<file path="src/anl_regs_pkg.sv">
// Offsets, layouts and reset values of the negotiation and training registers.
package anl_regs_pkg;

  localparam int ADDR_W = 16;

  localparam logic [15:0] OFS_NEG_CTL_ONE = 16'h00e0;
  localparam logic [15:0] OFS_NEG_CTL_TWO = 16'h00e4;
  localparam logic [15:0] OFS_NEG_ABILITY = 16'h00f8;
  localparam logic [15:0] OFS_TRAIN_CTL = 16'h0100;
  localparam logic [15:0] OFS_RX_TRAINED = 16'h0104;
  localparam logic [15:0] OFS_PRESET = 16'h0108;
  localparam logic [15:0] OFS_INITIALIZE = 16'h010c;
  localparam logic [15:0] OFS_SEED_L01 = 16'h0110;
  localparam logic [15:0] OFS_SEED_L23 = 16'h0114;
  localparam logic [15:0] OFS_COEFF_L01 = 16'h0130;
  localparam logic [15:0] OFS_COEFF_L23 = 16'h0134;
  localparam logic [15:0] OFS_SCRATCH = 16'h0138;
  localparam logic [15:0] OFS_SPEED_SWITCH = 16'h013c;
  localparam logic [15:0] OFS_TX_STATUS = 16'h0400;
  localparam logic [15:0] OFS_RX_STATUS = 16'h0404;
  localparam logic [15:0] OFS_FIFO_STATUS = 16'h0408;

  // Field positions.
  localparam int NEG1_MSB = 12;
  localparam int NEG2_PAUSE = 0;
  localparam int NEG2_ADV_MSB = 1;
  localparam int NEG2_FEC_LSB = 16;
  localparam int NEG2_FEC_MSB = 21;
  localparam int ABILITY_MSB = 14;
  localparam int TRAIN_MSB = 1;
  localparam int LANE_MSB = 3;
  localparam int SEED_MSB = 10;
  localparam int HI_LANE_LSB = 16;
  localparam int COEFF_MSB = 11;
  localparam int SWITCH_BIT = 0;
  localparam int TX_FAULT_BIT = 0;
  localparam int RX_STAT_MSB = 11;
  localparam int FIFO_TX_ERR = 0;
  localparam int FIFO_UNDERFLOW = 1;
  localparam int FIFO_OVERFLOW = 2;
  localparam int FIFO_TS_RD_ERR = 4;
  localparam int FIFO_TS_WR_ERR = 5;
  localparam int FIFO_RX_ERR = 16;

  // Reset values; only the bypass bit and the two sticky-low bits start high.
  localparam logic [12:0] NEG1_RESET = 13'h0002;
  localparam logic [11:0] RX_STAT_RESET = 12'h003;
  localparam logic [11:0] RX_STICKY_LOW = 12'h003;
  localparam logic [11:0] RX_MAC_ONLY = 12'hfa0;

  typedef struct packed {
    logic faultAdvertise;
    logic restart;
    logic prbsSelect;
    logic [7:0] randomSeed;
    logic bypass;
    logic enable;
  } anl_neg_one_t;

  typedef struct packed {
    anl_neg_one_t negOne;
    logic advertiseAsymDirection;
    logic advertiseFlowPause;
    logic [5:0] fecRequest;
    logic [14:0] advertiseTech;
    logic trainingRestart;
    logic trainingEnable;
    logic [3:0] laneReceiverTrained;
    logic [3:0] lanePresetSend;
    logic [3:0] laneInitializeSend;
    logic [3:0][10:0] laneTrainingSeed;
    logic [3:0][11:0] laneCoeff;
    logic [31:0] scratchWord;
    logic speedSwitch;
  } anl_ctl_t;

  typedef struct packed {
    logic txLocalFault;
    logic [11:0] rxStatus;
    logic txFifoError;
    logic txUnderflow;
    logic txOverflow;
    logic tsFifoReadError;
    logic tsFifoWriteError;
    logic rxFifoError;
  } anl_stat_t;

  typedef struct packed {
    anl_ctl_t ctl;
    anl_stat_t sticky;
    logic [31:0] rdData;
    logic rdValid;
  } anl_state_t;

endpackage : anl_regs_pkg

</file>
<file path="src/anl_config_status_regs.sv">
// Register bank for negotiation, training, speed switch and first status words.
// How it works
// - Sticky status bits hold their event until read.
// - Runtime switch mode: bit0 write requests speed change.
// - Speed-switch request clears itself after each write.
// - Switch request drives the transceiver reconfiguration module.
// - Negotiation bypass resets to one.
// - Control one: enable, bypass, seed, prbs, restart, fault.
// - Control two: pause, asym, FEC bits 16-21.
// - Ability bits 0-14, read-write, reset zero.
// - Training enable bit0, restart bit1, reset zero.
// - Trained, preset, initialize: 4-bit lane fields.
// - Two 11-bit lane seeds per register.
// - Twelve-bit coefficient fields, two lanes per register.
// - Scratch word reads back last write.
// - Transmit local fault is sticky-high, reset zero.
// - Link status and aligned reset one, sticky-low.
// - Receive bits 2-11 sticky-high, reset zero.
// - Some fault bits exist only with MAC.
// - Underflow/overflow only in 256-bit 40G variant.
// - FIFO error bits only in PCS-only variant.
// - Timestamp FIFO errors are sticky-high, reset zero.
`timescale 1ns/1ps
`default_nettype none

module anl_config_status_regs #(
  parameter bit HAS_MAC = 1'b1,
  parameter bit WIDE_40G = 1'b0,
  parameter bit RUNTIME_SWITCH = 1'b1
) (
  // Clock and reset.
  input wire logic clk,
  input wire logic nrst,
  // Register port.
  input wire logic regWrite,
  input wire logic regRead,
  input wire logic [anl_regs_pkg::ADDR_W-1:0] regAddr,
  input wire logic [31:0] regWrData,
  output logic [31:0] regRdData,
  output logic regRdValid,
  // Live status from the core.
  input wire anl_regs_pkg::anl_stat_t liveStatus,
  // Controls to the core.
  output anl_regs_pkg::anl_ctl_t coreCtl
);

  localparam bit HAS_PCS_ONLY = !HAS_MAC;
  localparam bit HAS_WIDE = HAS_MAC && WIDE_40G;

  anl_regs_pkg::anl_state_t state_q;
  anl_regs_pkg::anl_state_t state_d;
  anl_regs_pkg::anl_stat_t live;
  logic [31:0] wd;
  logic [1:0] lanePair;

  assign regRdData = state_q.rdData;
  assign regRdValid = state_q.rdValid;
  assign coreCtl = state_q.ctl;

  // Bits absent from a variant read zero and never latch.
  always_comb begin
    live = liveStatus;
    live.rxStatus = liveStatus.rxStatus &
      (HAS_MAC ? 12'hfff : ~anl_regs_pkg::RX_MAC_ONLY);
    live.tsFifoReadError = liveStatus.tsFifoReadError & HAS_MAC;
    live.tsFifoWriteError = liveStatus.tsFifoWriteError & HAS_MAC;
    live.txUnderflow = liveStatus.txUnderflow & HAS_WIDE;
    live.txOverflow = liveStatus.txOverflow & HAS_WIDE;
    live.txFifoError = liveStatus.txFifoError & HAS_PCS_ONLY;
    live.rxFifoError = liveStatus.rxFifoError & HAS_PCS_ONLY;
  end

  always_comb begin
    state_d = state_q;
    wd = regWrData;
    lanePair = 2'h0;
    state_d.rdValid = regRead;
    state_d.ctl.speedSwitch = 1'b0;

    if (regWrite) begin
      case (regAddr)
        anl_regs_pkg::OFS_NEG_CTL_ONE: begin
          state_d.ctl.negOne = wd[anl_regs_pkg::NEG1_MSB:0];
        end
        anl_regs_pkg::OFS_NEG_CTL_TWO: begin
          state_d.ctl.advertiseFlowPause =
            wd[anl_regs_pkg::NEG2_PAUSE];
          state_d.ctl.advertiseAsymDirection = wd[anl_regs_pkg::NEG2_ADV_MSB];
          state_d.ctl.fecRequest =
            wd[anl_regs_pkg::NEG2_FEC_MSB:anl_regs_pkg::NEG2_FEC_LSB];
        end
        anl_regs_pkg::OFS_NEG_ABILITY: begin
          state_d.ctl.advertiseTech = wd[anl_regs_pkg::ABILITY_MSB:0];
        end
        anl_regs_pkg::OFS_TRAIN_CTL: begin
          {state_d.ctl.trainingRestart, state_d.ctl.trainingEnable} =
            wd[anl_regs_pkg::TRAIN_MSB:0];
        end
        anl_regs_pkg::OFS_RX_TRAINED: begin
          state_d.ctl.laneReceiverTrained = wd[anl_regs_pkg::LANE_MSB:0];
        end
        anl_regs_pkg::OFS_PRESET: begin
          state_d.ctl.lanePresetSend = wd[anl_regs_pkg::LANE_MSB:0];
        end
        anl_regs_pkg::OFS_INITIALIZE: begin
          state_d.ctl.laneInitializeSend = wd[anl_regs_pkg::LANE_MSB:0];
        end
        anl_regs_pkg::OFS_SEED_L01, anl_regs_pkg::OFS_SEED_L23: begin
          lanePair = (regAddr == anl_regs_pkg::OFS_SEED_L23) ? 2'h2 : 2'h0;
          state_d.ctl.laneTrainingSeed[lanePair] =
            wd[anl_regs_pkg::SEED_MSB:0];
          state_d.ctl.laneTrainingSeed[lanePair + 2'h1] =
            wd[anl_regs_pkg::HI_LANE_LSB+anl_regs_pkg::SEED_MSB:
               anl_regs_pkg::HI_LANE_LSB];
        end
        anl_regs_pkg::OFS_COEFF_L01, anl_regs_pkg::OFS_COEFF_L23: begin
          lanePair = (regAddr == anl_regs_pkg::OFS_COEFF_L23) ? 2'h2 : 2'h0;
          state_d.ctl.laneCoeff[lanePair] = wd[anl_regs_pkg::COEFF_MSB:0];
          state_d.ctl.laneCoeff[lanePair + 2'h1] =
            wd[anl_regs_pkg::HI_LANE_LSB+anl_regs_pkg::COEFF_MSB:
               anl_regs_pkg::HI_LANE_LSB];
        end
        anl_regs_pkg::OFS_SCRATCH: begin
          state_d.ctl.scratchWord = wd;
        end
        anl_regs_pkg::OFS_SPEED_SWITCH: begin
          // A single cycle pulse per write; outside runtime switch mode the
          // write is accepted but has no effect.
          state_d.ctl.speedSwitch =
            wd[anl_regs_pkg::SWITCH_BIT] & RUNTIME_SWITCH;
        end
        default: begin
          state_d.ctl = state_d.ctl;
        end
      endcase
    end

    // Sticky bits: a read reloads the live value, so an event in the read
    // cycle re-latches at once and is never lost.
    state_d.sticky.txLocalFault = live.txLocalFault |
      (state_q.sticky.txLocalFault &
       ~(regRead && regAddr == anl_regs_pkg::OFS_TX_STATUS));
    if (regRead && regAddr == anl_regs_pkg::OFS_RX_STATUS) begin
      state_d.sticky.rxStatus = live.rxStatus;
    end else begin
      state_d.sticky.rxStatus =
        (state_q.sticky.rxStatus & live.rxStatus &
         anl_regs_pkg::RX_STICKY_LOW) |
        ((state_q.sticky.rxStatus | live.rxStatus) &
         ~anl_regs_pkg::RX_STICKY_LOW);
    end
    if (regRead && regAddr == anl_regs_pkg::OFS_FIFO_STATUS) begin
      state_d.sticky.txFifoError = live.txFifoError;
      state_d.sticky.txUnderflow = live.txUnderflow;
      state_d.sticky.txOverflow = live.txOverflow;
      state_d.sticky.tsFifoReadError = live.tsFifoReadError;
      state_d.sticky.tsFifoWriteError = live.tsFifoWriteError;
      state_d.sticky.rxFifoError = live.rxFifoError;
    end else begin
      state_d.sticky.txFifoError =
        state_q.sticky.txFifoError | live.txFifoError;
      state_d.sticky.txUnderflow =
        state_q.sticky.txUnderflow | live.txUnderflow;
      state_d.sticky.txOverflow =
        state_q.sticky.txOverflow | live.txOverflow;
      state_d.sticky.tsFifoReadError =
        state_q.sticky.tsFifoReadError | live.tsFifoReadError;
      state_d.sticky.tsFifoWriteError =
        state_q.sticky.tsFifoWriteError | live.tsFifoWriteError;
      state_d.sticky.rxFifoError =
        state_q.sticky.rxFifoError | live.rxFifoError;
    end

    // Read data shows the held value, before the reload above takes effect.
    state_d.rdData = 32'h0000_0000;
    if (regRead) begin
      case (regAddr)
        anl_regs_pkg::OFS_NEG_CTL_ONE: begin
          state_d.rdData[anl_regs_pkg::NEG1_MSB:0] = state_q.ctl.negOne;
        end
        anl_regs_pkg::OFS_NEG_CTL_TWO: begin
          state_d.rdData[anl_regs_pkg::NEG2_ADV_MSB:0] =
            {state_q.ctl.advertiseAsymDirection, state_q.ctl.advertiseFlowPause};
          state_d.rdData[anl_regs_pkg::NEG2_FEC_MSB:anl_regs_pkg::NEG2_FEC_LSB] =
            state_q.ctl.fecRequest;
        end
        anl_regs_pkg::OFS_NEG_ABILITY: begin
          state_d.rdData[anl_regs_pkg::ABILITY_MSB:0] = state_q.ctl.advertiseTech;
        end
        anl_regs_pkg::OFS_TRAIN_CTL: begin
          state_d.rdData[anl_regs_pkg::TRAIN_MSB:0] =
            {state_q.ctl.trainingRestart, state_q.ctl.trainingEnable};
        end
        anl_regs_pkg::OFS_RX_TRAINED: begin
          state_d.rdData[anl_regs_pkg::LANE_MSB:0] =
            state_q.ctl.laneReceiverTrained;
        end
        anl_regs_pkg::OFS_PRESET: begin
          state_d.rdData[anl_regs_pkg::LANE_MSB:0] = state_q.ctl.lanePresetSend;
        end
        anl_regs_pkg::OFS_INITIALIZE: begin
          state_d.rdData[anl_regs_pkg::LANE_MSB:0] =
            state_q.ctl.laneInitializeSend;
        end
        anl_regs_pkg::OFS_SEED_L01, anl_regs_pkg::OFS_SEED_L23: begin
          lanePair = (regAddr == anl_regs_pkg::OFS_SEED_L23) ? 2'h2 : 2'h0;
          state_d.rdData[anl_regs_pkg::SEED_MSB:0] =
            state_q.ctl.laneTrainingSeed[lanePair];
          state_d.rdData[anl_regs_pkg::HI_LANE_LSB+anl_regs_pkg::SEED_MSB:
                         anl_regs_pkg::HI_LANE_LSB] =
            state_q.ctl.laneTrainingSeed[lanePair + 2'h1];
        end
        anl_regs_pkg::OFS_COEFF_L01, anl_regs_pkg::OFS_COEFF_L23: begin
          lanePair = (regAddr == anl_regs_pkg::OFS_COEFF_L23) ? 2'h2 : 2'h0;
          state_d.rdData[anl_regs_pkg::COEFF_MSB:0] =
            state_q.ctl.laneCoeff[lanePair];
          state_d.rdData[anl_regs_pkg::HI_LANE_LSB+anl_regs_pkg::COEFF_MSB:
                         anl_regs_pkg::HI_LANE_LSB] =
            state_q.ctl.laneCoeff[lanePair + 2'h1];
        end
        anl_regs_pkg::OFS_SCRATCH: begin
          state_d.rdData = state_q.ctl.scratchWord;
        end
        anl_regs_pkg::OFS_SPEED_SWITCH: begin
          state_d.rdData = 32'h0000_0000;
        end
        anl_regs_pkg::OFS_TX_STATUS: begin
          state_d.rdData[anl_regs_pkg::TX_FAULT_BIT] =
            state_q.sticky.txLocalFault;
        end
        anl_regs_pkg::OFS_RX_STATUS: begin
          state_d.rdData[anl_regs_pkg::RX_STAT_MSB:0] = state_q.sticky.rxStatus;
        end
        anl_regs_pkg::OFS_FIFO_STATUS: begin
          state_d.rdData[anl_regs_pkg::FIFO_TX_ERR] = state_q.sticky.txFifoError;
          state_d.rdData[anl_regs_pkg::FIFO_UNDERFLOW] =
            state_q.sticky.txUnderflow;
          state_d.rdData[anl_regs_pkg::FIFO_OVERFLOW] = state_q.sticky.txOverflow;
          state_d.rdData[anl_regs_pkg::FIFO_TS_RD_ERR] =
            state_q.sticky.tsFifoReadError;
          state_d.rdData[anl_regs_pkg::FIFO_TS_WR_ERR] =
            state_q.sticky.tsFifoWriteError;
          state_d.rdData[anl_regs_pkg::FIFO_RX_ERR] = state_q.sticky.rxFifoError;
        end
        default: begin
          state_d.rdData = 32'h0000_0000;
        end
      endcase
    end
  end

  always_ff @(posedge clk or negedge nrst) begin
    if (!nrst) begin
      state_q <= '0;
      state_q.ctl.negOne <= anl_regs_pkg::NEG1_RESET;
      state_q.sticky.rxStatus <= anl_regs_pkg::RX_STAT_RESET;
    end else begin
      state_q <= state_d;
    end
  end

endmodule : anl_config_status_regs

`default_nettype wire

</file>
<file path="config.mk">
export PLATFORM = sky130hd
export DESIGN_NAME = anl_config_status_regs
export DESIGN_NICKNAME = d
export VERILOG_FILES = /design/src/anl_regs_pkg.sv /design/src/anl_config_status_regs.sv
export SDC_FILE = /design/constraint.sdc
export NUM_CORES = 1
export LEC_CHECK = 0
export BUFFER_PORTS_ARGS = -buffer_cell sky130_fd_sc_hd__buf_2
export CAP_MARGIN = 20
export CELL_PAD_IN_SITES_DETAIL_PLACEMENT = 0
export CELL_PAD_IN_SITES_GLOBAL_PLACEMENT = 1
export CORE_AREA = 4 4 165 167
export CTS_BUF_LIST = sky130_fd_sc_hd__clkbuf_4
export DETAILED_ROUTE_END_ITERATION = 7
export DIE_AREA = 0 0 169 171
export PLACE_DENSITY_LB_ADDON = 0.2
export SETUP_SLACK_MARGIN = 0.1
export SLEW_MARGIN = 20
export SYNTH_ARGS = -nofsm -noshare
export SYNTH_HDL_FRONTEND = slang
export SYNTH_SLANG_ARGS = --single-unit
</file>
<file path="constraint.sdc">
create_clock -name clk -period 1.9 [get_ports clk]
set_clock_uncertainty 0.15 [all_clocks]
set_input_delay 0.38 -clock clk [delete_from_list [all_inputs] [get_ports clk]]
set_output_delay 0.38 -clock clk [all_outputs]
set_load 0.02 [all_outputs]
</file>
==> metrics.md <==
| Metric | Value |
|---|---|
| Run status | `finished clean` |
| WP buf/inv | `1` |
| GRT overflow | `0` |
| RSZ-0062 raised after global routing | `true` |
| Leakage Power | `8.43 nW` |
| Async set or reset register ratio after synthesis | `100%` |
| WL/cell | `21.8 um` |
| Initial cell density of the core | `43.7%` |
| Drt first pass iters | `8` |
| Critical path's slowest cell | `dfstp_2` |
| Die ar. | `28900 um^2` |
| Top cell type's share of synthesized area | `48.9%` |
| Num CTS Buffers | `58` |
| Worst Path Required | `1.37 ns` |
| Cell area after synthesis | `11300 um^2` |
| FF-to-FF Start | `coreCtl[126]` |
| Drt total wl | `37500 um` |
| Global-route wire length before repair | `55900 um` |
| Via-to-Cell Ratio | `5.18` |
| Post-Synthesis Cells | `907` |
| Post-layout nets | `1413` |
| Pwr Density | `569 nW/um^2` |
| DRC violations left | `0` |
| Post-synth EDFFs | `0` |
| Post-Syn Nets | `978` |
| Slowest Stage Delay on Critical Path | `0.57 ns` |
| Worst-Margin Slew | `0.862 ns` |
| GRT Util Overall | `24.9%` |
| Mean post-synth cell area | `12.4 um^2` |
| Post-synth cell types | `64` |
| Post-route setup slack | `0.00957 ns` |
| Worst reg2reg path depth | `5` |
| Dpl hpwl | `24700 um` |
| H-tree depth | `2` |
| Crit path DAT | `1.36 ns` |
| Final Max Tran Viols | `0` |
| Antenna-violating nets left | `0` |
| Fillcell total | `1987` |
| Max rail drop VDD | `0.341 mV` |
| Area post-placement | `12500 um^2` |
| Sequence of cells on the critical path | `buf_6` |
| I/O pins | `279` |
| Clk buf depth | `3` |
| Share of post-route cells with drive strength above 1 | `63.3%` |
| Finished layout cell area | `16500 um^2` |
| Vias in the first global route | `9333` |
| Worst setup startpoint | `coreCtl[163]` |
| Layout area overhead | `47.0%` |
| Endpoint class of the critical path | `output port` |
| Top_reg_cell synth | `dfrtp_1` |
| Setup TNS | `0 ns` |
| CTS tree | `yes` |
| Initial antenna violation count | `1` |
| Chip Height | `171 um` |
| Clock sink total | `223` |
| Final Total Pwr | `9.40 mW` |
| Commonest non-fill, non-tap cell in the layout | `buf_4` |
| Synth Register Bits | `223` |
| WS Path Type | `register to output port` |
| Pin count of the biggest net entering global routing | `62` |
| Worst-path fanout max | `2` |
| Final Cycle Share | `99.5%` |
| Reg2reg end | `regRdData[1]` |
| Via count | `8896` |
| CP Launch Type | `register` |
| Clock transition at the registers of the reported paths | `0.06 ns` |
| Synth warn | `0` |
| Dominant cells by area after synthesis | `dfrtp_1 49%, mux2_2 15%, buf_4 14%` |
| Port bufs | `274` |
| CP top delay family | `flip-flops` |
| Sequential fraction of the synthesis area | `49.6%` |
| CP Capture Point | `coreCtl[163]` |
| Die X-Extent | `169 um` |
| Hold Path Class | `input port to register` |
| Fin. Hold Viols | `0` |
| DP Cell Count | `1370` |
| Layout Cells excl Fill | `1716` |
| Pre-CTS setup slack | `-0.646 ns` |
| Total of max-cap violations | `0` |
| # setup viols final | `0` |
| Cell Rows | `59` |
| Reg2Reg Setup Slack | `0.15 ns` |
| Total core area | `25800 um^2` |
| Initial DRC Count | `576` |
| Clk Latency, worst-skew pair | `0.68 ns` |
| Fmax | `529 MHz` |
| Routability cong. | `0.875` |
| Commonest non-fill, non-tap cells in the layout | `270 x buf_4, 219 x dfrtp_1, 203 x buf_6` |
| Tmin final | `1.89 ns` |
| Relative slew slack | `42.2%` |
| Area leader, netlist | `dfrtp_1` |
| Root Driver | `clkbuf_4` |
| Levels on crit path | `1` |
metal layers:
layer	wire length, um	global-route usage [%]
met5	0	0
met3	2790	6.05
met2	18400	42.0
met4	917	7.77
met1	15300	32.0
sequential cells by signal (all words and copies together) (netlist names):
signal      flops
coreCtl       175
regRdData      32
state_q        15
regRdValid      1
cells by family (layout without fill, tap and decap cells):
kind of cell	Yosys count	count (layout)	share of synthesized area, %
buffers and inverters	255	728	16.0
muxes	196	196	19.4
other	0	1	0
AOI/OAI and AO/OA	106	106	7.40
and+or+nand+nor	127	127	7.56
DFF	223	223	49.6
power by group:
part           internal, mW  total (mW)  switching (mW)
clock network          2.13        4.09            1.97
logic                 0.238       0.558           0.319
registers              4.75        4.75         0.00172
total                  7.12        9.40            2.29
cell type report:
cell class	instances	area [um^2]	share of cell area, %
Inverter	5	18.8	0.113
Timing Repair Buffer	625	5730	34.7
Antenna cell	1	2.50	0.0151
Clock inverter	8	38.8	0.234
Clock buffer	90	676	4.08
Multi-Input combinational cell	429	4070	24.6
Tap cell	335	419	2.53
Sequential cell	223	5590	33.8
cell usage after synthesis, drive strengths merged, types with 4 or more instances:
| library cell | number |
|---|---|
| clkbuf | 16 |
| o221a | 7 |
| a32oi | 7 |
| nor4 | 13 |
| a21o | 13 |
| buf | 234 |
| and2 | 4 |
| a222oi | 21 |
| a31oi | 8 |
| nor2 | 17 |
| and4 | 4 |
| a22oi | 10 |
| dfrtp | 220 |
| mux2 | 176 |
| nor4b | 5 |
| or4 | 6 |
| nand2 | 37 |
| and3 | 7 |
| a21oi | 22 |
| mux2i | 20 |
| inv | 5 |
| nand4 | 6 |
| nand3 | 8 |
| nor3 | 4 |
timing repair:
action / in CTS / in global routing
pin swaps: 0 / 9
setup buffers: 145 / 50
hold endpoints to repair: 412 / 0
hold buffers: 51 / 0
gates resized for setup: 315 / 97
setup endpoints to repair: 185 / 214
cloned: 0 / 1
how the worst min path moves through the flow:
stage	startpoint	endpoint	depth (start not counted)
floorplan	nrst	coreCtl[0]	0
global placement	nrst	regRdData[6]	1
detailed placement	nrst	regRdData[6]	1
CTS	regAddr[14]	coreCtl[0]	5
global route	regAddr[14]	coreCtl[0]	5
finish	regAddr[14]	coreCtl[0]	5
stage by stage:
stage	hold WS, ns	utilization [%]
6_report	0.0947	64.2
5_1_grt	0.0562	64.2
4_1_cts	0.0432	61.4
3_5_place_dp	0.115	48.6
3_3_place_gp	0.111	48.6
2_1_floorplan	-0.0656	-
tightest hold or removal path: stages:
cell,delay [ns]
buf_2,0.13
nor4_4,0.06
nand2_2,0.06
buf_4,0.16
nor4_1,0.09
No activity file was read; power rests on OpenSTA's default activity.
